--- config.mk ---
export PLATFORM = sky130hd
export DESIGN_NAME = gpb_port
export DESIGN_NICKNAME = d
export VERILOG_FILES = /design/src/gpb_pkg.sv /design/src/gpb_port.sv
export VERILOG_INCLUDE_DIRS = /design/src /design/src/src
export SDC_FILE = /design/constraint.sdc
export NUM_CORES = 1
export LEC_CHECK = 0
export BUFFER_PORTS_ARGS = -buffer_cell sky130_fd_sc_hd__buf_2
export CAP_MARGIN = 20
export CELL_PAD_IN_SITES_DETAIL_PLACEMENT = 2
export CELL_PAD_IN_SITES_GLOBAL_PLACEMENT = 2
export CORE_ASPECT_RATIO = 0.5
export CORE_MARGIN = 2
export CORE_UTILIZATION = 28
export DETAILED_ROUTE_END_ITERATION = 10
export PLACE_DENSITY_LB_ADDON = 0.25
export REMOVE_ABC_BUFFERS = 1
export SLEW_MARGIN = 20
export SYNTH_ARGS = -nofsm -noshare
export SYNTH_HDL_FRONTEND = slang
export SYNTH_SLANG_ARGS = --single-unit
--- constraint.sdc ---
create_clock -name clock -period 1.65 [get_ports clock]
set_input_delay 0.165 -clock clock [delete_from_list [all_inputs] [get_ports clock]]
set_output_delay 0.165 -clock clock [all_outputs]
set_load 0.02 [all_outputs]
--- src/gpb_params.svh ---
// Purpose: Offsets, field positions, reset values for the port block
// Assumes: Avalon-MM byte addresses, one 32-bit word per register
// Notes:   Definitions only
`ifndef GPB_PARAMS_SVH
`define GPB_PARAMS_SVH
`define GPB_OFS_P8_DIR   4'h0
`define GPB_OFS_P8_DATA  4'h4
`define GPB_OFS_PB_DATA  4'h8
`define GPB_OFS_AN_SEL   4'hc
`define GPB_P8_LSB       5
`define GPB_P8_MSB       7
`define GPB_P8_RSV_MASK  8'h1f
`define GPB_DIR_RESET    3'h0
`define GPB_DATA_RESET   3'h0
`define GPB_ANSEL_RESET  5'h00
`define GPB_ANSEL_EXTDIS 4
`define GPB_ANSEL_SCAN   3
`endif

--- src/gpb_pkg.sv ---
// Purpose: Types shared by the port block
// Assumes: Nothing
// Notes:   Analog selection mirror of converter and detector bits
package gpb_pkg;
	typedef struct packed {
		logic       ext_compare_disable;
		logic       scan;
		logic [2:0] channel;
	} gpb_ansel_t;
	typedef enum logic [1:0] {
		GPB_IDLE,
		GPB_ACK
	} gpb_state_t;
endpackage

--- src/gpb_port.sv ---
// Purpose: Three-pin bidirectional port 8 and eight-pin input port B
// Assumes: Avalon-MM slave, 100 MHz clock, pins asynchronous
// Notes:   Each access answers one cycle after it is presented
//
// Implementation choices: the Avalon-MM interface to the registers and the placing of the registers.
`timescale 1ns/10ps
`include "gpb_params.svh"

module gpb_port
	import gpb_pkg::*;
(
	input  wire logic        clock,
	input  wire logic        rst_n,
	input  wire logic [3:0]  address,
	input  wire logic        read,
	input  wire logic        write,
	input  wire logic [31:0] writedata,
	output logic      [31:0] readdata,
	output logic             waitrequest,
	input  wire logic [2:0]  p8_in,
	output logic      [2:0]  p8_out,
	output logic      [2:0]  p8_oe,
	input  wire logic [7:0]  pb_in
);
	logic [2:0]  dir;
	logic [2:0]  next_dir;
	logic [2:0]  data;
	logic [2:0]  next_data;
	gpb_ansel_t  ansel;
	gpb_ansel_t  next_ansel;
	gpb_state_t  state;
	gpb_state_t  next_state;
	logic [31:0] next_readdata;
	logic [2:0]  p8_meta;
	logic [2:0]  p8_sync;
	logic [7:0]  pb_meta;
	logic [7:0]  pb_sync;
	logic [7:0]  analog;
	logic [7:0]  p8_view;
	logic        take;

	// Two-stage synchronisers; first stage read only by the second
	always_ff @(posedge clock or negedge rst_n) begin
		if (!rst_n) begin
			p8_meta <= 3'h0;
			p8_sync <= 3'h0;
			pb_meta <= 8'h00;
			pb_sync <= 8'h00;
		end else begin
			p8_meta <= p8_in;
			p8_sync <= p8_meta;
			pb_meta <= pb_in;
			pb_sync <= pb_meta;
		end
	end

	// Analog claim per port B pin
	always_comb begin
		analog = 8'h00;
		if (!ansel.scan) begin
			analog[ansel.channel] = 1'b1;
		end else begin
			for (int i = 0; i < 4; i++) begin
				if (i <= int'(ansel.channel[1:0])) begin
					analog[{ansel.channel[2], 2'(i)}] = 1'b1;
				end
			end
		end
		if (!ansel.ext_compare_disable) begin
			analog[7:6] = 2'b11;
		end
	end

	// Per-bit view of port 8 data on read
	always_comb begin
		p8_view = `GPB_P8_RSV_MASK;
		for (int i = 0; i < 3; i++) begin
			p8_view[`GPB_P8_LSB + i] = dir[i] ? data[i]
				: p8_sync[i];
		end
	end

	// A request is answered on the cycle after it appears
	assign take = (read || write) && (state == GPB_IDLE);

	always_comb begin
		next_state    = state;
		next_dir      = dir;
		next_data     = data;
		next_ansel    = ansel;
		next_readdata = readdata;
		case (state)
			GPB_IDLE: begin
				if (take) begin
					next_state    = GPB_ACK;
					next_readdata = 32'h0000_0000;
					if (!write) begin
						case (address)
							`GPB_OFS_P8_DATA:
								next_readdata = {24'h0, p8_view};
							`GPB_OFS_PB_DATA:
								next_readdata = {24'h0, pb_sync & ~analog};
							`GPB_OFS_AN_SEL:
								next_readdata = {27'h0, ansel};
							// Direction is write-only; unmapped reads zero
							default: next_readdata = 32'h0000_0000;
						endcase
					end
				end
			end
			// Write lands on the edge the master sees the answer
			GPB_ACK: begin
				next_state = GPB_IDLE;
				if (write) begin
					case (address)
						`GPB_OFS_P8_DIR:
							next_dir = writedata[`GPB_P8_MSB:`GPB_P8_LSB];
						`GPB_OFS_P8_DATA:
							next_data = writedata[`GPB_P8_MSB:`GPB_P8_LSB];
						`GPB_OFS_AN_SEL:
							next_ansel = writedata[4:0];
						default: ;
					endcase
				end
			end
			default: next_state = GPB_IDLE;
		endcase
	end

	always_ff @(posedge clock or negedge rst_n) begin
		if (!rst_n) begin
			state    <= GPB_IDLE;
			dir      <= `GPB_DIR_RESET;
			data     <= `GPB_DATA_RESET;
			ansel    <= `GPB_ANSEL_RESET;
			readdata <= 32'h0000_0000;
		end else begin
			state    <= next_state;
			dir      <= next_dir;
			data     <= next_data;
			ansel    <= next_ansel;
			readdata <= next_readdata;
		end
	end

	// Waitrequest low only in the answer cycle; pins from flops
	always_ff @(posedge clock or negedge rst_n) begin
		if (!rst_n) begin
			waitrequest <= 1'b1;
			p8_out      <= 3'h0;
			p8_oe       <= 3'h0;
		end else begin
			waitrequest <= !take;
			p8_out      <= next_data;
			p8_oe       <= next_dir;
		end
	end
	// Port B has input pins only, no driver exists
endmodule

# After elaboration in Yosys (flattened, before gate mapping)
# Index checks and enable logic that the tools add are counted.
# word_totals
ff_bits	68
# classes
n_eq_ne	5
bitwise_logic	5
reduce_logical	14
magnitude_cmp	13
mux	25
# op_table
op	n
$mux W8	8
$pmux W8 S3	1
$lt A3 B4 Y1 const B	5
$ge A3 B1 Y1 const B	5
$reduce_and A3 Y1	3
$and A8 B8 Y8	1
$eq A4 B4 Y1 const B	2
$mux W1	8
$not A8 Y8	1
$or A8 B6 Y8	1
$or A8 B7 Y8	1
$or A8 B8 Y8	1
$logic_and A1 B1 Y1	6
$mux W2	3
$demux W1 S1	4
$eq A4 B3 Y1 const B	1
$le A2 B2 Y1 const A	2
$logic_not A4 Y1	1
$demux W1 S3	1
$eq A2 B1 Y1 const B	1
$le A1 B2 Y1 const A	1
$logic_not A2 Y1	1
$ne A2 B2 Y1 const B	1
$reduce_and A2 Y1	1
other kinds (2)	2

# Depth between registers and ports, before layout
# Gate-level depths: netlist of the first run.
# depth
ltp_word	19
ltp_mapped	4

# Worst setup path before layout of the first run
# No wires, ideal clock.
# synth_path
kind	flip-flop to flip-flop
start	register, netlist name p8_oe[0]
end	register readdata[5]
setup_time_ps	132
t_required_ps	1518
setup_slack_ps	468
synth_period_minus_slack_ps	1182
stages_incl_launch_ff	4
t_arrival_ps	1050
cell_sequence	dfrtp_1 mux2_2 a32oi_1 o21ai_0
# synth_lines
item	line_no	text
to (signal assigned)	gpb_port.sv:142	readdata <= next_readdata;
to (decl)	gpb_port.sv:18	output logic [31:0] readdata,

# Worst setup path in the final report of the first run
# layout_path
start	register state[0]
end	register ansel[3] in the netlist's numbering
# layout_between
elab_chain_cells	2
# layout_rtl
item	line_no	text
from (decl)	gpb_port.sv:31	gpb_state_t state;
from (signal assigned)	gpb_port.sv:138	state <= next_state;
$eq A2 B1 Y1	gpb_port.sv:92	case (state)
$reduce_and A3 Y1 (no source line)	-	
to (signal assigned)	gpb_port.sv:135	ansel <= `GPB_ANSEL_RESET;
to (signal assigned)	gpb_port.sv:141	ansel <= next_ansel;
to (decl)	gpb_port.sv:29	gpb_ansel_t ansel;
# Every way passes these cells.
# A chain may end at the register's enable or synchronous reset.

==> flow_metrics.tcl, run 1 <==
set metrics [dict create \
    pwr-share-seq 0.459 \
    p_leak_uw 0.00110 \
    critical_path_buf_inv_count 0 \
    fp.dieH_um 60.6 \
    hold_viol_final 0 \
    relSlewSlack 0.653 \
    initial_core_util 0.292 \
    synthTopCellsByCount "dfrtp_1 (42), buf_4 (24), o21ai_0 (9), mux2_4 (8), nand2_1 (7)" \
    ir_worst_vdd_v 0.000386 \
    endpoint_kind "flip-flop" \
    min_period_ps 1340 \
    yosysSeqAreaShare 0.601 \
    grt_max_degree 24 \
    pwr-share-clk 0.382 \
    r2r_start "state[0]" \
    diodes 0 \
    crit_family "simple AND/OR/NAND/NOR gates" \
    vias_per_cell 4.13 \
    synth_cell_types 25 \
    comb_power_share 0.159 \
    max_stage_delay_ps 460 \
    totalWireLength_mm 3.84 \
    vias 1157 \
    synth_seq_cells 43 \
    rsz0062_at_grt "false" \
    intPower_uw 1990 \
    setup_slack_ps 313 \
    nets 242 \
    pre_cts_ws_ps 214 \
    clk_latency_ps 290 \
    worstMarginPinSlew_ps 520 \
    synthCells 131 \
    syn_to_final_growth_pct 28.7 \
    dieArea_mm2 0.00710 \
    timing.final.crit_share 0.810 \
    critPathSlowestCell "and4_1" \
    hpwl_mm 2.83 \
    cts_tree "built" \
    cts_sinks 43 \
    cts_resized 0 \
    synth_area_mm2 0.00179 \
    overflow 0 \
    yosysMostFrequentCell "dfrtp_1" \
    dp.cells 260 \
    clk_pin_slew_ps 60 \
    status "finished, final reports clean" \
    numCtsBuffers 5 \
    switching_share 0.259 \
    htreeDepth 2 \
    synth_edf_count 0 \
    wl_per_cell_um 13.7 \
    antenna_found_initial 0 \
    num_rows 20 \
    drc 0 \
    die_w_um 117 \
    yosysTopAreaCellShare 0.586 \
    hold_path_class "in2reg" \
    ant_nets 0 \
    start_kind "flip-flop" \
    clock.fmax_mhz 748 \
    syn_area_per_cell_um2 13.7 \
    numPortBuffers 41 \
    cp.arrival_ps 1500 \
    async_flop_share 1.00 \
    place_area_mm2 0.00203 \
    first_global_vias 1249 \
    final_cell_count_no_fill 280 \
    drive_above_1_share 0.370 \
    setup_violations 0 \
    min-delay-start "writedata[0]" \
    switchingPower_uw 698 \
    skew_ps 6.43 \
    drtIter0Drc 24 \
    drv_cap 0 \
    firstDrtPassIters 4 \
    ys.warnings.count 0 \
    critPathMaxFanout 5 \
    startpoint "state[0]" \
    cp.required_ps 1820 \
    setup_tns_ps 0 \
    clk_path_buf_depth 2 \
    cts_root_buffer "clkbuf_16" \
    synthFlopType "dfrtp_1" \
    path_cells "and4_1 > mux2_4" \
    num_io_pins 90 \
    drv_slew 0 \
    core-area_mm2 0.00613 \
    fin_util 0.376 \
    synth_top_area_cell "dfrtp_1" \
    grt_pass1_wl_mm 6.29 \
    grt_usage 0.121 \
    stdcell_area_mm2 0.00231 \
    synth.top_cells.by_area "dfrtp_1 (59%), buf_4 (10%), mux2_4 (6.7%)" \
    power_density_mw_per_mm2 1170 \
    gp_congestion 0.711 \
    crit_type "reg2reg" \
]
-- worst paths after layout --
path                                to  slack [ps]  cells after the start
hold / removal                ansel[0]         110                      2
setup reg to reg              ansel[3]         310                      2
min in group asynchronous  readdata[2]         390                      2
hold reg to reg             p8_sync[0]         350                      0
setup / recovery              ansel[3]         310                      2
max in group asynchronous   p8_meta[1]         760                      3
-- cells in the final DEF (no fill, tap or decap), types with 5 or more instances in the layout --
master	synthesis	final
buf_2	0	41
o21ai_0	9	9
nor2b_1	6	6
conb_1	1	24
mux2_4	8	8
o221ai_1	5	5
mux2_2	6	6
dlygate4sd3_1	0	12
clkbuf_16	0	5
dfrtp_1	42	42
nand2_1	7	7
-- logic make-up after synthesis --
kind of cell	Yosys count	synth area share
other	1	0.00209
and+or+nand+nor	23	0.0893
DFF	43	0.601
AOI/OAI and AO/OA	21	0.0844
buffers and inverters	28	0.113
muxes	15	0.110
-- timing repair --
action	CTS	global route
setup buffers	0	0
hold endpoints to repair	30	0
hold buffers	12	0
-- power groups by stage --
stage | clock, uW | combinational, uW | sequential [uW]
after floorplan | 0 | 215 | 1280
after global placement | 0 | 400 | 1250
after detailed placement | 0 | 411 | 1260
after CTS | 1060 | 434 | 1240
after global routing | 1110 | 473 | 1250
final | 1030 | 428 | 1240
-- routing by layer --
layer / share of wire / track usage / wire, um / up-vias
met5: 0 / 0 / 0 / -
li1: - / - / - / 533
met4: 0.018 / 0.0605 / 68 / 0
met3: 0.074 / 0.0320 / 284 / 7
met1: 0.44 / 0.151 / 1700 / 568
met2: 0.47 / 0.200 / 1790 / 49
-- layout make-up --
| type | instances | area, um2 |
|---|---|---|
| multi-input combinational | 83 | 599 |
| tap | 88 | 110 |
| timing repair buffer | 55 | 353 |
| clock buffer | 8 | 156 |
| inverter | 3 | 11.3 |
| sequential | 43 | 1080 |
| fill | 658 | 3820 |
-- registers in the layout, indices dropped and copies added (netlist names) --
register / cells
pb_sync: 8
readdata: 8
p8_sync: 3
pb_meta: 8
p8_meta: 3
p8_out: 3
waitrequest: 1
p8_oe: 3
state: 1
ansel: 5
-- per-stage QoR --
stage / total power, uW / hold slack (ps)
finish: 2690 / 113
detailed placement: 1670 / 175
CTS: 2730 / 110
floorplan: 1500 / -131
global route: 2840 / 102
global placement: 1650 / 169
Note: power is estimated with default switching activity, not from simulation.
==> run 2, diff against run 1 <==
--- a/config.mk
+++ b/config.mk
@@ -6,13 +6,14 @@
 export SDC_FILE = /design/constraint.sdc
 export NUM_CORES = 1
 export LEC_CHECK = 0
+export ABC_AREA = 1
 export BUFFER_PORTS_ARGS = -buffer_cell sky130_fd_sc_hd__buf_2
 export CAP_MARGIN = 20
 export CELL_PAD_IN_SITES_DETAIL_PLACEMENT = 2
 export CELL_PAD_IN_SITES_GLOBAL_PLACEMENT = 2
 export CORE_ASPECT_RATIO = 0.5
 export CORE_MARGIN = 2
-export CORE_UTILIZATION = 28
+export CORE_UTILIZATION = 25
 export DETAILED_ROUTE_END_ITERATION = 10
 export PLACE_DENSITY_LB_ADDON = 0.25
 export REMOVE_ABC_BUFFERS = 1
==> constraint.sdc (replaced) <==
create_clock -name clock -period 1.3 [get_ports clock]
set_input_delay 0.13 -clock clock [delete_from_list [all_inputs] [get_ports clock]]
set_output_delay 0.13 -clock clock [all_outputs]
set_load 0.02 [all_outputs]
==> flow_metrics.tcl, run 2 <==
set metrics [dict create \
    clock.fmax_mhz 866 \
    syn_to_final_growth_pct 30.5 \
    num_io_pins 90 \
    synthTopCellsByCount "nand2_1 (67), dfrtp_1 (42), buf_4 (24), inv_1 (21), o21ai_0 (15)" \
    ys.warnings.count 0 \
    synth_cell_types 20 \
    synth_area_mm2 0.00186 \
    setup_slack_ps 145 \
    antenna_found_initial 0 \
    synth.top_cells.by_area "dfrtp_1 (57%), nand2_1 (14%), buf_4 (9.7%)" \
    cp.arrival_ps 1380 \
    reg2reg_depth 4 \
    hold_slack_ps 87.9 \
    die_w_um 126 \
    crit_type "reg2reg" \
    p_leak_uw 0.00132 \
    ant_nets 0 \
    critical_path_buf_inv_count 0 \
    fillers 851 \
    min-delay-start "writedata[4]" \
    synthFlopType "dfrtp_1" \
    drc 0 \
    totalWireLength_mm 4.35 \
    core-area_mm2 0.00727 \
    drv_cap 0 \
    diodes 0 \
    start_kind "flip-flop" \
    status "finished, final reports clean" \
    mostFrequentLayoutCells "nand2_1 (67), dfrtp_1 (42), buf_2 (41), conb_1 (24), inv_1 (21)" \
    vias 1465 \
    vias_per_cell 4.02 \
    first_global_vias 1553 \
    final_common_cell "nand2_1" \
    syn_area_per_cell_um2 9.07 \
    dieArea_mm2 0.00818 \
    grt_usage 0.118 \
    skew_ps 2.48 \
    firstDrtPassIters 2 \
    min_path_cells 3 \
    reg_top3 "pb_meta (8), pb_sync (8), readdata (8)" \
    hpwl_mm 3.40 \
    critPathSlowestCell "dfrtp_1" \
    min_period_ps 1160 \
    ir_worst_vdd_v 0.000564 \
    async_flop_share 1.00 \
    cts_sinks 43 \
    crit_family "simple AND/OR/NAND/NOR gates" \
    grt_pass1_wl_mm 7.37 \
    clk_pin_slew_ps 60 \
    timing.final.crit_share 0.889 \
    wl_per_cell_um 12.0 \
    cts_resized 0 \
    setup_tns_ps 0 \
    worst_r2r_endpoint "readdata[5]" \
    grt_max_degree 21 \
    nets 318 \
    htreeDepth 2 \
    overflow 0 \
    fin_util 0.334 \
    synthCells 205 \
    pre_cts_ws_ps 122 \
    drtIter0Drc 25 \
    synth_top_area_cell "dfrtp_1" \
    critPathMaxFanout 8 \
    num_rows 22 \
    synth_seq_cells 43 \
    dp.cells 343 \
    gp_congestion 0.737 \
    hold_path_class "in2reg" \
    endpoint_kind "flip-flop" \
    final_cell_count_no_fill 364 \
    power_density_mw_per_mm2 1470 \
    r2r_setup_slack_ps 140 \
    yosysTopAreaCellShare 0.565 \
    clk_latency_ps 280 \
    yosysMostFrequentCell "nand2_1" \
    drive_above_1_share 0.235 \
    cts_tree "built" \
    synth_edf_count 0 \
    r2r_start "state[0]" \
    max_stage_delay_ps 370 \
    cp.required_ps 1520 \
    numCtsBuffers 5 \
    path_cells "o21bai_2 > nor3_4 > nand2_1 > nand2_1" \
    crit_top_cell "nand2_1" \
    initial_core_util 0.256 \
    min_to "ansel[4]" \
    yosysSeqAreaShare 0.579 \
    setup_violations 0 \
    cts_root_buffer "clkbuf_16" \
    hold_viol_final 0 \
    rsz0062_at_grt "false" \
    clk_path_buf_depth 2 \
    drv_slew 0 \
    numPortBuffers 41 \
    fp.dieH_um 65.0 \
]
-- run 2: changes by cell type after synthesis, sizes merged, moves of 6 or more --
cell	change
inv	+19
mux2	-14
nand2	+62
nor2	+16
nor2b	-6
o21ai	+8
-- run 2: timing repair --
item | CTS | global route
setup endpoints to repair | 0 | 1
setup buffers | 0 | 1
hold endpoints to repair | 25 | 0
hold buffers | 12 | 0
-- run 2: cell families (layout without fill, tap and decap cells) --
| logic type | Yosys count | count (layout) | synth area share |
|---|---|---|---|
| compound gates | 22 | 22 | 0.0626 |
| other cells | 1 | 24 | 0.00202 |
| simple gates | 92 | 92 | 0.212 |
| flops | 43 | 43 | 0.579 |
| buf+inv | 47 | 87 | 0.144 |
-- run 2: worst max-delay path by stage --
stage,to,startpoint,cells after the start
detailed placement,readdata[5],state[0],4
CTS,readdata[5],state[0],4
global route,readdata[5],state[0],4
floorplan,readdata[0],state[0],4
finish,readdata[5],state[0],4
global placement,readdata[5],state[0],4
-- run 2: area by class of cell --
type	instances	area (um2)	area share
timing repair buffer	57	368	0.152
sequential	43	1080	0.444
multi-input combinational	138	601	0.248
tap	96	120	0.0495
inverter	22	82.6	0.0340
clock inverter	2	38.8	0.0160
clock buffer	6	139	0.0572
-- run 2: through the flow --
stage / area [um2] / total power, uW
6_report: 2430 / 3560
5_1_grt: 2430 / 3780
4_1_cts: 2420 / 3630
3_5_place_dp: 2120 / 2080
3_3_place_gp: 2120 / 2060
2_1_floorplan: 1760 / 1850
-- run 2: report_power, final --
group          switching, uW  internal, uW  leakage (uW)  total (uW)
Clock                    520           965     0.0000875        1490
Sequential              93.1          1460      0.000522        1550
Combinational            351           176      0.000711         527
-- run 2: worst reg2reg max path: cells and delay by family, from the launching register on --
family	cells	cell delay, ps
compound gates	1	210
simple gates	3	500
flops	1	370
-- run 2: routing by layer --
| layer | routed length (um) | track usage |
|---|---|---|
| met1 | 1980 | 0.141 |
| met2 | 2090 | 0.204 |
| met3 | 242 | 0.0372 |
| met5 | 0 | 0 |
| met4 | 46 | 0.0371 |
